## src/design/rxawf_pkg.sv

```systemverilog
// Constants and types for the receive address and wake filter
package rxawf_pkg;

  // Register byte offsets on the Avalon slave
  localparam logic [4:0] OFS_MAC_CTRL = 5'h00;
  localparam logic [4:0] OFS_ADDR_LO  = 5'h04;
  localparam logic [4:0] OFS_ADDR_HI  = 5'h08;
  localparam logic [4:0] OFS_HASH_LO  = 5'h0C;
  localparam logic [4:0] OFS_HASH_HI  = 5'h10;
  localparam logic [4:0] OFS_WAKE_CS  = 5'h14;
  localparam logic [4:0] OFS_WAKE_TBL = 5'h18;

  // mac_control_reg fields
  localparam int CTRL_W    = 6;
  localparam int BIT_PAM   = 0;  // pass_all_multicast
  localparam int BIT_PROMISCUOUS_ENABLE  = 1;  // promiscuous_enable
  localparam int BIT_INV   = 2;  // inverse filtering
  localparam int BIT_HO    = 3;  // hash only
  localparam int BIT_HP    = 4;  // hash perfect
  localparam int BIT_BCD   = 5;  // broadcast_disable

  // wake_control_status fields
  localparam int WCS_EN      = 0;  // wake_frame_enable
  localparam int WCS_IRQ     = 1;  // route wake event to interrupt
  localparam int WCS_PME     = 2;  // route wake event to power_event_out
  localparam int WCS_RCVD    = 4;  // wake_frame_received, write one to clear
  localparam int WCS_HIT_LSB = 8;  // last per-filter hits, 4 bits
  localparam int WCS_PTR_LSB = 16; // table pointer, 3 bits
  localparam int WCS_PTR_RST = 31; // write one to rewind table pointer

  // Wake table layout
  localparam int NUM_FILT  = 4;
  localparam int TBL_WORDS = 8;
  localparam int TBL_CMD   = 4;
  localparam int TBL_OFS   = 5;
  localparam int TBL_CRC   = 6;
  localparam int CMD_EN    = 0;
  localparam int CMD_MCAST = 3;
  localparam logic [8:0] MASK_LEN = 9'h01F;

  // Frame and CRC constants
  localparam logic [8:0]  DA_BYTES   = 9'h006;
  localparam logic [8:0]  CNT_MAX    = 9'h1FF;
  localparam logic [31:0] CRC32_POLY = 32'h04C11DB7;
  localparam logic [31:0] CRC32_INIT = 32'hFFFFFFFF;
  localparam logic [15:0] CRC16_POLY = 16'h8005;
  localparam logic [15:0] CRC16_INIT = 16'hFFFF;

  typedef struct packed {
    logic        read;
    logic        write;
    logic [4:0]  address;
    logic [31:0] writedata;
    logic [3:0]  byteenable;
  } rxawf_avs_req_t;

  typedef struct packed {
    logic       valid;
    logic       sof;
    logic       eof;
    logic [7:0] data;
  } rxawf_rx_byte_t;

  typedef struct packed {
    logic                      wait_r;
    logic [31:0]               rdata;
    logic [CTRL_W-1:0]         ctrl;
    logic [31:0]               addr_lo;
    logic [15:0]               addr_hi;
    logic [31:0]               hash_lo;
    logic [31:0]               hash_hi;
    logic                      wk_en;
    logic                      wk_irq;
    logic                      wk_pme;
    logic                      wfr;
    logic [NUM_FILT-1:0]       hits;
    logic [2:0]                ptr;
    logic [TBL_WORDS-1:0][31:0] tbl;
    logic [8:0]                cnt;
    logic [47:0]               da;
    logic [31:0]               crc32;
    logic [NUM_FILT-1:0][15:0] crc16;
    logic                      accept;
    logic                      reject;
    logic                      irq;
    logic                      power_event_out;
  } rxawf_state_t;

endpackage

```

## src/design/rxawf_top.sv

```systemverilog
// Receive address filter and wake-up pattern detector with Avalon slave
// How it works
// - Perfect mode accepts only a destination equal to the station address, or broadcast while broadcast is not disabled.
// - Hash uses top six CRC bits of the destination to index 64 bits.
// - Index top bit picks high or low hash word, low five the bit.
// - Hash-only mode hash-checks every non-broadcast frame, multicast or physical.
// - Hash-perfect: physical exact match, multicast checked against hash.
// - Inverse mode accepts non-matching, rejects matching destinations.
// - Pass-all-multicast accepts every multicast frame in any mode.
// - Promiscuous accepts every frame, broadcast included.
// - Wake enable stops normal reception; only patterns are checked.
// - Wake frame sets the received flag and, at the same edge, interrupt or power event.
// - Clearing wake enable returns to normal reception.
// - In wake mode an enabled filter passing address and CRC wakes.
// - Mask bit j selects byte offset plus j; bit 31 is ignored.
// - Full power needs the enable; low-power state forces detection on.
// - Broadcast wake frames wake even with broadcast disabled.
// - Command bit 3 limits a filter to multicast, else unicast.
// - Command bit 0 enables a filter; bits 2:1 are reserved.
// - Table: four masks, commands, offsets, two CRC words; filter 0 low.
// - Offset counts bytes from the first destination byte.
// - Programmed CRC-16 equal to masked-byte CRC means a wake frame.
`timescale 1ns/100ps
module rxawf_top
  import rxawf_pkg::*;
(
  input  wire logic           i_clk,
  input  wire logic           i_reset_n,
  input  wire rxawf_avs_req_t i_avs,
  output logic [31:0]         o_avs_readdata,
  output logic                o_avs_waitrequest,
  input  wire rxawf_rx_byte_t i_rx,
  input  wire logic           i_power_d1,
  output logic                o_frame_accept,
  output logic                o_frame_reject,
  output logic                o_wake_irq,
  output logic                o_power_event_out
);

  rxawf_state_t s_q;
  rxawf_state_t s_d;

  logic [8:0]                pos;
  logic [47:0]               da_n;
  logic [31:0]               crc32_n;
  logic [47:0]               station;
  logic [63:0]               hash64;
  logic [5:0]                hash_idx;
  logic                      mcast;
  logic                      broadcast_disable;
  logic                      perfect;
  logic                      hash_hit;
  logic                      wake_active;
  logic                      eof_ev;
  logic                      long_enough;
  logic [NUM_FILT-1:0][15:0] crc16_n;
  logic [NUM_FILT-1:0]       filt_hit;
  logic                      wake_ev;
  logic                      acc_n;
  logic                      req;
  logic                      bus_do;

  // Reflected bit order: each byte enters the shift register LSB first
  function automatic logic [31:0] crc32_byte(input logic [31:0] c,
                                             input logic [7:0]  b);
    logic [31:0] r;
    r = c;
    for (int i = 0; i < 8; i++) begin
      r = {r[30:0], 1'b0} ^ ((r[31] ^ b[i]) ? CRC32_POLY : 32'h0);
    end
    return r;
  endfunction

  function automatic logic [15:0] crc16_byte(input logic [15:0] c,
                                             input logic [7:0]  b);
    logic [15:0] r;
    r = c;
    for (int i = 0; i < 8; i++) begin
      r = {r[14:0], 1'b0} ^ ((r[15] ^ b[i]) ? CRC16_POLY : 16'h0);
    end
    return r;
  endfunction

  function automatic logic [31:0] be_merge(input logic [31:0] old,
                                           input logic [31:0] nw,
                                           input logic [3:0]  be);
    logic [31:0] r;
    r = old;
    for (int i = 0; i < 4; i++) begin
      if (be[i]) begin
        r[8*i +: 8] = nw[8*i +: 8];
      end
    end
    return r;
  endfunction

  // Byte position within the frame; sof restarts the count at zero
  assign pos     = i_rx.sof ? 9'h000 : s_q.cnt;
  assign eof_ev  = i_rx.valid & i_rx.eof;
  assign station = {s_q.addr_hi, s_q.addr_lo};
  assign hash64  = {s_q.hash_hi, s_q.hash_lo};

  always_comb begin
    da_n    = s_q.da;
    crc32_n = i_rx.sof ? CRC32_INIT : s_q.crc32;
    if (i_rx.valid && pos < DA_BYTES) begin
      da_n[8*pos[2:0] +: 8] = i_rx.data;
      crc32_n = crc32_byte(crc32_n, i_rx.data);
    end
  end

  assign hash_idx    = crc32_n[31:26];
  assign hash_hit    = hash64[hash_idx];
  assign mcast       = da_n[0];
  assign broadcast_disable       = &da_n;
  assign perfect     = (da_n == station);
  assign long_enough = (pos >= DA_BYTES - 9'h001);
  // Low-power state forces detection on; enable alone governs full power
  assign wake_active = s_q.wk_en | i_power_d1;

  // Per-filter masked CRC-16 and match
  for (genvar g = 0; g < NUM_FILT; g++) begin : g_filt
    logic [7:0]  ofs;
    logic [7:0]  cmd;
    logic [8:0]  rel;
    logic        sel;
    logic [15:0] base;
    logic [15:0] want;
    assign ofs  = s_q.tbl[TBL_OFS][8*g +: 8];
    assign cmd  = s_q.tbl[TBL_CMD][8*g +: 8];
    assign want = s_q.tbl[TBL_CRC + g/2][16*(g%2) +: 16];
    // Offset zero is the first destination byte
    assign rel  = pos - {1'b0, ofs};
    // Only mask bits 30:0 can ever be reached
    assign sel  = (pos >= {1'b0, ofs}) && (rel < MASK_LEN)
                  && s_q.tbl[g][rel[4:0]];
    assign base = i_rx.sof ? CRC16_INIT : s_q.crc16[g];
    assign crc16_n[g] = sel ? crc16_byte(base, i_rx.data)
                            : base;
    // Multicast type also covers broadcast, whatever broadcast_disable says
    assign filt_hit[g] = cmd[CMD_EN]
                         && (cmd[CMD_MCAST] ? mcast
                                            : (!mcast && perfect))
                         && (crc16_n[g] == want);
  end

  assign wake_ev = eof_ev & wake_active & long_enough
                   & (|filt_hit);

  // Normal address filter verdict, overrides first
  always_comb begin
    if (s_q.ctrl[BIT_PROMISCUOUS_ENABLE]) begin
      acc_n = 1'b1;
    end else if (mcast && s_q.ctrl[BIT_PAM]) begin
      acc_n = 1'b1;
    end else if (broadcast_disable) begin
      acc_n = !s_q.ctrl[BIT_BCD];
    end else if (s_q.ctrl[BIT_INV]) begin
      acc_n = !perfect;
    end else if (s_q.ctrl[BIT_HO]) begin
      acc_n = hash_hit;
    end else if (s_q.ctrl[BIT_HP]) begin
      acc_n = mcast ? hash_hit : perfect;
    end else begin
      acc_n = perfect;
    end
  end

  // Waitrequest drops for exactly one cycle per request; the access then
  // happens at that edge so read data is already stable when sampled
  assign req    = i_avs.read | i_avs.write;
  assign bus_do = req & ~s_q.wait_r;

  always_comb begin
    logic [31:0] w;
    logic        clr;
    w   = 32'h0;
    clr = 1'b0;
    s_d = s_q;
    s_d.accept = 1'b0;
    s_d.reject = 1'b0;

    s_d.wait_r = ~(req & s_q.wait_r);
    if (req && s_q.wait_r) begin
      unique case (i_avs.address)
        OFS_MAC_CTRL: s_d.rdata = {26'h0, s_q.ctrl};
        OFS_ADDR_LO:  s_d.rdata = s_q.addr_lo;
        OFS_ADDR_HI:  s_d.rdata = {16'h0, s_q.addr_hi};
        OFS_HASH_LO:  s_d.rdata = s_q.hash_lo;
        OFS_HASH_HI:  s_d.rdata = s_q.hash_hi;
        OFS_WAKE_CS:  s_d.rdata = {13'h0, s_q.ptr, 4'h0, s_q.hits, 3'h0,
                                   s_q.wfr, 1'b0, s_q.wk_pme, s_q.wk_irq,
                                   s_q.wk_en};
        OFS_WAKE_TBL: s_d.rdata = s_q.tbl[s_q.ptr];
        default:      s_d.rdata = 32'h0;
      endcase
    end

    if (bus_do) begin
      unique case (i_avs.address)
        OFS_MAC_CTRL: begin
          if (i_avs.write) begin
            w = be_merge({26'h0, s_q.ctrl}, i_avs.writedata,
                         i_avs.byteenable);
            s_d.ctrl = w[CTRL_W-1:0];
          end
        end
        OFS_ADDR_LO: begin
          if (i_avs.write) begin
            s_d.addr_lo = be_merge(s_q.addr_lo, i_avs.writedata,
                                   i_avs.byteenable);
          end
        end
        OFS_ADDR_HI: begin
          if (i_avs.write) begin
            w = be_merge({16'h0, s_q.addr_hi}, i_avs.writedata,
                         i_avs.byteenable);
            s_d.addr_hi = w[15:0];
          end
        end
        OFS_HASH_LO: begin
          if (i_avs.write) begin
            s_d.hash_lo = be_merge(s_q.hash_lo, i_avs.writedata,
                                   i_avs.byteenable);
          end
        end
        OFS_HASH_HI: begin
          if (i_avs.write) begin
            s_d.hash_hi = be_merge(s_q.hash_hi, i_avs.writedata,
                                   i_avs.byteenable);
          end
        end
        OFS_WAKE_CS: begin
          if (i_avs.write && i_avs.byteenable[0]) begin
            s_d.wk_en  = i_avs.writedata[WCS_EN];
            s_d.wk_irq = i_avs.writedata[WCS_IRQ];
            s_d.wk_pme = i_avs.writedata[WCS_PME];
            clr        = i_avs.writedata[WCS_RCVD];
          end
          if (i_avs.write && i_avs.byteenable[3]
              && i_avs.writedata[WCS_PTR_RST]) begin
            s_d.ptr = 3'h0;
          end
        end
        OFS_WAKE_TBL: begin
          // One port walks all eight words, so each access advances
          if (i_avs.write) begin
            s_d.tbl[s_q.ptr] = be_merge(s_q.tbl[s_q.ptr], i_avs.writedata,
                                        i_avs.byteenable);
          end
          s_d.ptr = s_q.ptr + 3'h1;
        end
        default: begin
        end
      endcase
    end

    if (i_rx.valid) begin
      s_d.cnt   = (pos == CNT_MAX) ? CNT_MAX : pos + 9'h001;
      s_d.da    = da_n;
      s_d.crc32 = crc32_n;
      s_d.crc16 = crc16_n;
    end

    if (eof_ev) begin
      if (wake_active) begin
        s_d.hits = long_enough ? filt_hit : '0;
      end else begin
        s_d.accept = long_enough & acc_n;
        s_d.reject = ~(long_enough & acc_n);
      end
    end

    // A wake event in the clearing cycle keeps the flag set
    s_d.wfr = wake_ev | (s_q.wfr & ~clr);
    s_d.irq = s_d.wfr & s_d.wk_irq;
    s_d.power_event_out = s_d.wfr & s_d.wk_pme;
  end

  always_ff @(posedge i_clk or negedge i_reset_n) begin
    if (!i_reset_n) begin
      s_q        <= '0;
      s_q.wait_r <= 1'b1;
    end else begin
      s_q <= s_d;
    end
  end

  assign o_avs_readdata    = s_q.rdata;
  assign o_avs_waitrequest = s_q.wait_r;
  assign o_frame_accept    = s_q.accept;
  assign o_frame_reject    = s_q.reject;
  assign o_wake_irq        = s_q.irq;
  assign o_power_event_out = s_q.power_event_out;
endmodule // rxawf_top

```

## config.mk

```make
export PLATFORM = sky130hd
export DESIGN_NAME = rxawf_top
export DESIGN_NICKNAME = d
export VERILOG_FILES = /design/src/design/rxawf_pkg.sv /design/src/design/rxawf_top.sv
export SDC_FILE = /design/constraint.sdc
export NUM_CORES = 1
export LEC_CHECK = 0
export BUFFER_PORTS_ARGS = -buffer_cell sky130_fd_sc_hd__buf_2
export CAP_MARGIN = 5
export CORE_UTILIZATION = 30
export DETAILED_ROUTE_END_ITERATION = 8
export PLACE_DENSITY = 0.54
export SLEW_MARGIN = 5
export SYNTH_ARGS = -nofsm -noshare
export SYNTH_HDL_FRONTEND = slang
export SYNTH_SLANG_ARGS = --single-unit
```

## constraint.sdc

```tcl
create_clock -name i_clk -period 6.51 [get_ports i_clk]
set_input_delay 0.9765 -clock i_clk [delete_from_list [all_inputs] [get_ports i_clk]]
set_output_delay 0.9765 -clock i_clk [all_outputs]
set_load 0.03 [all_outputs]
```

==> results of run 1 <==
[area by class of cell]
type                            count  area, um2
Antenna cell                        1       2.50
Multi-Input combinational cell   2801      18800
Clock inverter                     29        447
Clock buffer                      101       2070
Sequential cell                   575      14400
Inverter                          129        484
Tap cell                         1512       1890
Timing Repair Buffer              210       1430
Fill cell                       11717      75100
[per-layer routing]
metal	wire length [um]	share of wire, %	vias up
met3	12500	8.8	233
met4	4920	3.5	0
met2	62400	44	1352
met1	62400	44	15318
met5	0	0	-
li1	-	-	13783
[metrics by stage]
step	area (um2)	total power, mW	util [%]
final	39500	12.0	34.5
after detailed placement	37000	7.65	32.3
after CTS	39500	12.0	34.5
after floorplan	34900	6.52	-
after global routing	39500	12.5	34.5
after global placement	37000	7.64	32.3
[critical path, delay by kind of cell (launching register included)]
kind,cells,cell delay [ns]
AO/OA/AOI/OAI,5,2.20
buffers and inverters,1,0.30
flip-flops,1,0.50
multiplexers,5,0.92
AND/OR/NAND/NOR,3,1.55
[how the worst max path moves through the flow]
stage | from | to | slack (ns) | cells past startpoint
final | s_q[156]$_DFFE_PN0P_ | o_frame_reject$_DFF_PN0_ | 0.87 | 14
after global routing | i_rx[9] | o_power_event_out$_DFF_PN0_ | 0.65 | 17
after CTS | s_q[156]$_DFFE_PN0P_ | o_frame_reject$_DFF_PN0_ | 0.97 | 14
after detailed placement | i_rx[9] | o_power_event_out$_DFF_PN0_ | 0.35 | 17
after global placement | i_rx[9] | o_wake_irq$_DFF_PN0_ | 0.38 | 18
after floorplan | i_rx[9] | o_power_event_out$_DFF_PN0_ | 0.01 | 25
[logic make-up (layout without fill, tap and decap cells)]
| family | Yosys count | in the layout | share of synthesized area [%] |
|---|---|---|---|
| mux | 295 | 295 | 10.0 |
| compound gates | 1137 | 1137 | 20.9 |
| fa+ha+maj | 43 | 43 | 1.63 |
| xor+xnor | 235 | 235 | 6.33 |
| flops | 575 | 575 | 41.3 |
| other cells | 0 | 1 | 0 |
| simple gates | 1091 | 1091 | 14.8 |
| buf+inv | 421 | 469 | 4.95 |
[report_power, final]
group	leakage, nW	internal [mW]	switching (mW)	total [mW]
combinational	7.75	1.30	1.97	3.27
clock	1.22	2.49	1.80	4.29
sequential	7.54	3.89	0.508	4.40
total	16.5	7.69	4.27	12.0
[registers in the layout (all words and copies together), names as in the netlist]
name and flops:
s_q 346, g_filt.want 64, hash64 64, g_filt.cmd 32, g_filt.ofs 32, o_avs_readdata 32, o_avs_waitrequest 1, o_frame_accept 1
o_frame_reject 1, o_power_event_out 1, o_wake_irq 1
[cells in the final DEF, fill, tap and decap left out, types with 53 or more instances in the layout]
cell type                   synthesis  final
sky130_fd_sc_hd__a21oi_1          166    166
sky130_fd_sc_hd__a22oi_1          177    177
sky130_fd_sc_hd__buf_2             14     90
sky130_fd_sc_hd__buf_4             32    113
sky130_fd_sc_hd__clkbuf_16          0     72
sky130_fd_sc_hd__dfrtp_1          574    574
sky130_fd_sc_hd__inv_1            128    126
sky130_fd_sc_hd__mux2_2           144    144
sky130_fd_sc_hd__mux2i_1          119    119
sky130_fd_sc_hd__nand2_1          477    469
sky130_fd_sc_hd__nand3_1           62     62
sky130_fd_sc_hd__nand4_1           57     57
sky130_fd_sc_hd__nor2_1           230    226
sky130_fd_sc_hd__nor3_1            55     53
sky130_fd_sc_hd__o21ai_0          429    429
sky130_fd_sc_hd__xnor2_1          142    141
sky130_fd_sc_hd__xor2_1            82     81
==> results.md, run 1 <==
Pwr:
- The highest ir drop seen on vdd is 0.218 mV.
- Dividing total power by cell area gives a power density of 303 mW/mm2.
- The analysis attributes to cell leakage a power of 16.5 nW.

Floorplanning:
- The initialized floorplan defines 124 standard-cell rows.
- The floorplan core area is 0.115 mm2.
- The effective utilization at floorplan is 30.4%.
- The die outline height is 343 um.
- The total die area is 0.117 mm2.
- The number of I/O pins is 94.
- From left edge to right edge, the die measures 343 um.

Route:
- After detailed routing, the number of vias per cell comes to 5.73.
- The count of nets left with antenna violations once routing finished came out at 0.
- The starting DRC count in detailed routing is 3778.
- The number of DRC violations after detailed routing is 0.
- Across all layers, the routed design uses 30686 vias.
- The number of detailed-route iterations in the first pass is 9.
- Dividing the detail-routed wire length by the instance count gives 26.6 um.
- For this block, the routed nets add up to 142000 um of wire.

Timing:
- The setup TNS is 0 ns.
- The final number of hold-violating endpoints is 0.
- Between clock sinks in the finished design, the worst skew comes to 0.0463 ns.
- The share of the clock period used by the worst path is 86.6%.
- Headroom to the max-slew limit came out at 12.7%.
- Setup violations remaining at the end of the flow were counted as 0.
- Setup repair after global routing left no endpoint under its margin.
- After layout, the worst setup slack is 0.871 ns.
- For the pin with the worst max-slew slack, the measured transition is 1.27 ns.
- The count of final max-slew check failures is 0.
- Hold is met by 0.344 ns.
- The shortest period the worst path allows is 5.64 ns.
- For this run, the top clock speed supported by timing is 177 MHz.

Clocking:
- The TritonCTS clock tree is yes.
- Buffers inserted to repair hold after CTS numbered 0.
- The clock latency at the later pin of the worst-skew pair is 0.69 ns.
- The clock tree synthesis step divided the H-tree into 3 levels.
- In this run the post-CTS setup repair buffer count came out at 0.
- The sink count of the clock tree is 575.
- The root buffer cell is sky130_fd_sc_hd__clkbuf_16.
- The maximum root-to-sink buffer count is 3.
- The clock-pin transition on the worst setup and hold timing paths is 0.06 ns.
- Post-CTS repair changed the size of 0 cells.
- TritonCTS created 72 clock buffers.

Critical path:
- The endpoint identified for the worst register-to-register timing path is o_frame_reject$_DFF_PN0_.
- The reg2reg setup slack is 0.87 ns.
- Along the worst path, the maximum fanout reaches 16.
- Among the stages of the critical path, the cell type that occurs most often is sky130_fd_sc_hd__mux2i_1.
- The worst setup path is captured at a register.
- STA classifies the critical path startpoint as a register.
- Data arrives at the worst endpoint at 6.17 ns.
- On the worst path, the slowest cell contributes a delay of 0.78 ns.
- The cell depth of the worst flop-to-flop path is 14.
- The worst setup path category is reg -> reg.
- The critical path goes through or4_1 -> o21ai_1 -> nand2_1 -> a211oi_1 -> a211o_2 -> buf_4 -> mux2i_1 -> mux2i_1 -> mux2i_1 -> mux2i_1 -> a211oi_1 -> mux2i_1 -> a41o_1 -> nor4_1.
- The start of the worst register-to-register path is s_q[156]$_DFFE_PN0P_.
- The master of the slowest instance on the critical path is sky130_fd_sc_hd__or4_1.
- For the worst setup path, the data required time is 7.04 ns.

GRT:
- The fraction of met2 tracks used by global routing is 35.9%.
- The global router's overall resource usage is 23.8%.
- The most crowded layer after global routing is met2.
- The residual overflow from global routing is 0.
- The met1 usage is 33.1%.
- The maximum number of pins on one net before global-route repair is 166.
- The initial antenna violation count is 1.
- For met3 alone, demand over resource in global routing was 6.04%.
- The via count of the first global-routing pass is 28913.
- The first global-routing pass estimated 207000 um of wire.

Cells and area:
- For this run, the number of standard cells in the final layout without fillers is 5358.
- The fraction of final layout cells sized beyond drive strength 1 is 15.1%.
- The area growth from synthesis to layout is 13.5%.
- The net total in the final layout is 3889.

Synthesis:
- The top cell type's share of synthesized area is 41.2%.
- The post-synthesis area per instance is 9.17 um2.
- The proportion of synthesized flip-flops having asynchronous set or reset is 100%.
- Yosys mapped a number of flops with a built-in enable equal to 0.
- The netlist uses 99 different library cells.
- In the synthesized netlist, the number of instances is 3797.
- Ranked by instance count, the synthesized netlist is headed by sky130_fd_sc_hd__dfrtp_1, sky130_fd_sc_hd__nand2_1, sky130_fd_sc_hd__o21ai_0.
- The total nets after synthesis is 3897.
- The number of warning messages in the yosys log is 0.
- The mapped netlist covers 0.0348 mm2.
- For this run, the leading register cell type out of synthesis is sky130_fd_sc_hd__dfrtp_1.
- Synthesis inferred 575 register bits.
- Ranked by total cell area, the synthesized netlist is headed by sky130_fd_sc_hd__dfrtp_1, sky130_fd_sc_hd__o21ai_0, sky130_fd_sc_hd__nand2_1, sky130_fd_sc_hd__mux2_2, sky130_fd_sc_hd__a22oi_1.
- Of the synthesized area, sequential elements account for 41.3%.
- The most used standard cell by instance count after synthesis is sky130_fd_sc_hd__dfrtp_1.
- The post-synthesis cell type with the largest combined area is sky130_fd_sc_hd__dfrtp_1.

Placed design:
- The estimated wirelength of the detail-placed design is 104000 um.
- At the placement stage, the worst setup path has a slack of 0.348 ns.
- The count of buffers from port buffering is 93.
- Counting tap cells, the placed design contains a total of 5227 instances.
- The weighted congestion reported at the end of routability-driven placement is 0.937.

Flow run:
- The tool flagged a number of max-cap violations equal to 0.

Min path:
- The class of the most critical hold timing path is in -> async.

Run status:
- The run finished with clean final reports.
Note: power is estimated with default switching activity, not from simulation.
==> inputs of run 2 (changes only) <==
Clock period 6.51 ns to 5.9 ns, I/O delays scaled along.
==> run 2 against run 1 <==
Effect of this change: worst setup slack worse by 0.33 ns; global-route usage up 0.20 points; first-iteration DRC count down 2.9%; clock skew down 0.0028 ns; via count up 1.9%; fmax up 5.2%; critical path depth up 4; largest cell class unchanged; count of clock-buffer cells in the layout unchanged; critical endpoint is now o_power_event_out$_DFF_PN0_; highest routed layer unchanged; sequential share of layout area down 0.62 points.
==> results.md, run 2 (synthesis results as in run 1) <==
GRT:
- The initial antenna violation count is 3.
- The wire length of the first global-routing pass is 209000 um.
- The via count of the first global-routing pass is 29384.
- The maximum number of pins on one net before global-route repair is 138.
- After global routing the overflow that remains totals 0.
- Across every metal layer, demand over resource in global routing totals 24.0%.

Pwr:
- The switching power as a share of total power is 35.2%.
- The power consumption is 13.2 mW.
- The net switching power of the design is 4.65 mW.
- The leakage dissipation is 16.9 nW.
- The ratio of total power to cell area is 328 mW/mm2.
- The part of the total power dissipated in sequential elements is 36.7%.
- The worst-case IR drop observed on VDD is 0.184 mV.
- The clock network is responsible for 35.0% of the overall power.
- The combinational cell fraction of total power is 28.2%.
- The design internal power is 8.55 mW.

Clocking:
- Once the clock tree was built, the setup fixing pass inserted 0 buffers.
- The count of H-tree levels built during CTS is 3.
- The TritonCTS clock tree is yes.
- Post-CTS repair changed the size of 0 cells.
- The longest clock path from root to sink contains 3 buffers.
- The clock drives 575 sinks.
- The number of clock buffers inserted by TritonCTS is 72.
- After clock tree synthesis, the clock-pin slew on the worst setup and hold paths is 0.06 ns.
- The clock latency at the later pin of the worst-skew pair is 0.66 ns.
- After clock tree synthesis, the flow added hold-fix buffers numbering 0.
- The root buffer cell is sky130_fd_sc_hd__clkbuf_16.

Route:
- Detailed routing inserted a total of 31269 vias.
- For this run, design rule violations remaining after detail routing come to 0.
- The wire length per cell is 26.3 um.
- The number of detailed-route iterations in the first pass is 8.
- The count of antenna-violating nets left after detailed routing is 0.
- The starting DRC count in detailed routing is 3669.
- The total wirelength of the detailed-routed design is 143000 um.
- The mean number of vias per cell is 5.75.

Cells and area:
- The area growth from synthesis to layout is 15.5%.
- The net total in the final layout is 3964.
- Cells with a size suffix above 1 make up 17.0% of the layout.
- The utilization after layout is 35.1%.
- More flip-flops sit in one register than any other, and that register is s_q.
- Leaving out fill and tap cells, the most frequent cell in the layout is sky130_fd_sc_hd__dfrtp_1.
- Excluding fillers, the count of instances in the completed layout stands at 5435.
- The library cells used most frequently in the layout, excluding fill and tap cells, are sky130_fd_sc_hd__dfrtp_1, sky130_fd_sc_hd__nand2_1, sky130_fd_sc_hd__o21ai_0, sky130_fd_sc_hd__nor2_1, sky130_fd_sc_hd__buf_4.
- The flip-flop count of the largest register, all copies and words added is 346.

Run status:
- The run finished with clean final reports.

Timing:
- The final number of hold-violating endpoints was 0.
- For the final database, setup skew stands at 0.0435 ns.
- Counting I/O delays and the setup requirement, the final critical path takes 5.36 ns.
- In this run the tightest slew margin relative to its limit is 8.99%.
- The count of final max-slew check failures is 0.
- The smallest setup slack after layout is 0.538 ns.
- The worst path uses 90.9% of the clock period.
- The maximum frequency from static timing analysis is 187 MHz.
- Setup repair after global routing left no endpoint under its margin.
- For the pin with the worst max-slew slack, the measured transition is 1.33 ns.
- The number of failing setup endpoints in the final timing report is 0.

Critical path:
- The worst setup path category is reg -> reg.
- The maximum fanout count along the critical path is 15.
- For the worst setup path, the data required time is 6.47 ns.
- The critical path arrival is 5.93 ns.
- STA classifies the critical path startpoint as a register.
- The kind of capture point of the worst setup path is a register.

Placed design:
- The number of cells after detailed placement is 5302.
- The congestion estimate from routability-driven global placement came to 0.996.
- The worst setup timing slack at the placement stage is 0.0192 ns.
- In this run the tool buffered the top-level ports with 93 buffer cells.
- The HPWL after detailed placement is 106000 um.

Floorplanning:
- In this run the count of I/O pins placed on the die edge is 94.
- The floorplan core area is 0.115 mm2.
- The effective utilization at floorplan is 30.4%.
- The width of the die is 343 um.
- The total die area is 0.117 mm2.
- After floorplanning, the core was divided into 124 placement rows.
- From bottom edge to top edge, the die measures 343 um.

Flow run:
- Across the run, the number of max-cap violations was 0.

Min path:
- The tightest min-delay check is of the in -> async type.
run 2: cell count changes in the layout (fill, tap and decap cells not counted), moves of 2 or more:
cell                         change
sky130_fd_sc_hd__clkinv_16       -3
sky130_fd_sc_hd__mux2_2          -3
sky130_fd_sc_hd__buf_12          +9
sky130_fd_sc_hd__clkinvlp_4      +2
sky130_fd_sc_hd__ha_1            -2
sky130_fd_sc_hd__ha_4            +2
sky130_fd_sc_hd__mux2_4          +3
sky130_fd_sc_hd__clkbuf_16       +2
sky130_fd_sc_hd__buf_4          +66
sky130_fd_sc_hd__clkinv_2        +4
run 2: area by class of cell:
cell class | instances | area, um2
Antenna cell | 1 | 2.50
Sequential cell | 575 | 14400
Fill cell | 11596 | 74400
Inverter | 129 | 487
Multi-Input combinational cell | 2801 | 18900
Clock buffer | 101 | 2100
Clock inverter | 31 | 362
Timing Repair Buffer | 285 | 2100
Tap cell | 1512 | 1890
run 2: final timing paths:
kind	start	to	slack, ns	cells past startpoint
setup / recovery	s_q[148]$_DFFE_PN0P_	o_power_event_out$_DFF_PN0_	0.54	18
hold / removal	i_reset_n	s_q[58]$_DFFE_PN0P_	0.26	1
setup reg to reg	s_q[148]$_DFFE_PN0P_	o_power_event_out$_DFF_PN0_	0.54	18
hold reg to reg	o_avs_readdata[15]$_DFFE_PN0P_	o_avs_readdata[15]$_DFFE_PN0P_	0.48	2
max in group asynchronous	i_reset_n	s_q[258]$_DFFE_PN0P_	4.27	2
min in group i_clk	o_avs_readdata[15]$_DFFE_PN0P_	o_avs_readdata[15]$_DFFE_PN0P_	0.48	2
run 2: layer usage:
layer  up-vias  wire length (um)  share of wire (%)  GRT usage, %
met5         -                 0                  0             0
met4         0              6030                4.2          9.44
met3       255             11400                7.9          4.40
met2      1444             61700                 43          35.5
met1     15624             64000                 45          34.5
li1      13946                 -                  -             -
run 2: power by group through the flow:
stage | combinational [mW] | clock, mW | sequential [mW]
2_1_floorplan | 2.60 | 0 | 4.61
3_3_place_gp | 3.66 | 0 | 4.90
3_5_place_dp | 3.68 | 0 | 4.89
4_1_cts | 3.69 | 4.70 | 4.82
5_1_grt | 4.04 | 4.85 | 4.89
6_report | 3.73 | 4.63 | 4.85
run 2: worst max-delay path: stages (launching register included):
cell                       delay [ns]
sky130_fd_sc_hd__dfrtp_1         0.50
sky130_fd_sc_hd__nand2b_1        0.17
sky130_fd_sc_hd__buf_12          0.19
sky130_fd_sc_hd__ha_1            0.21
sky130_fd_sc_hd__fa_1            0.40
sky130_fd_sc_hd__nand2b_1        0.18
sky130_fd_sc_hd__a21oi_1         0.23
sky130_fd_sc_hd__xor2_2          0.32
sky130_fd_sc_hd__mux2_2          0.40
sky130_fd_sc_hd__o221a_4         0.26
sky130_fd_sc_hd__nand4_1         0.14
sky130_fd_sc_hd__o221ai_1        0.13
sky130_fd_sc_hd__a221o_1         0.36
sky130_fd_sc_hd__or4_1           0.47
sky130_fd_sc_hd__or4_4           0.54
sky130_fd_sc_hd__nor4_4          0.36
sky130_fd_sc_hd__nor4_2          0.13
sky130_fd_sc_hd__buf_4           0.16
sky130_fd_sc_hd__a21oi_1         0.12
run 2: metrics by stage:
step / cell area [um2] / hold WS (ns) / TNS (ns)
3_5_place_dp: 37800 / 0.469 / 0
2_1_floorplan: 35000 / 0.447 / -0.172
6_report: 40200 / 0.263 / 0
4_1_cts: 40200 / 0.316 / 0
3_3_place_gp: 37800 / 0.462 / 0
5_1_grt: 40200 / 0.325 / 0
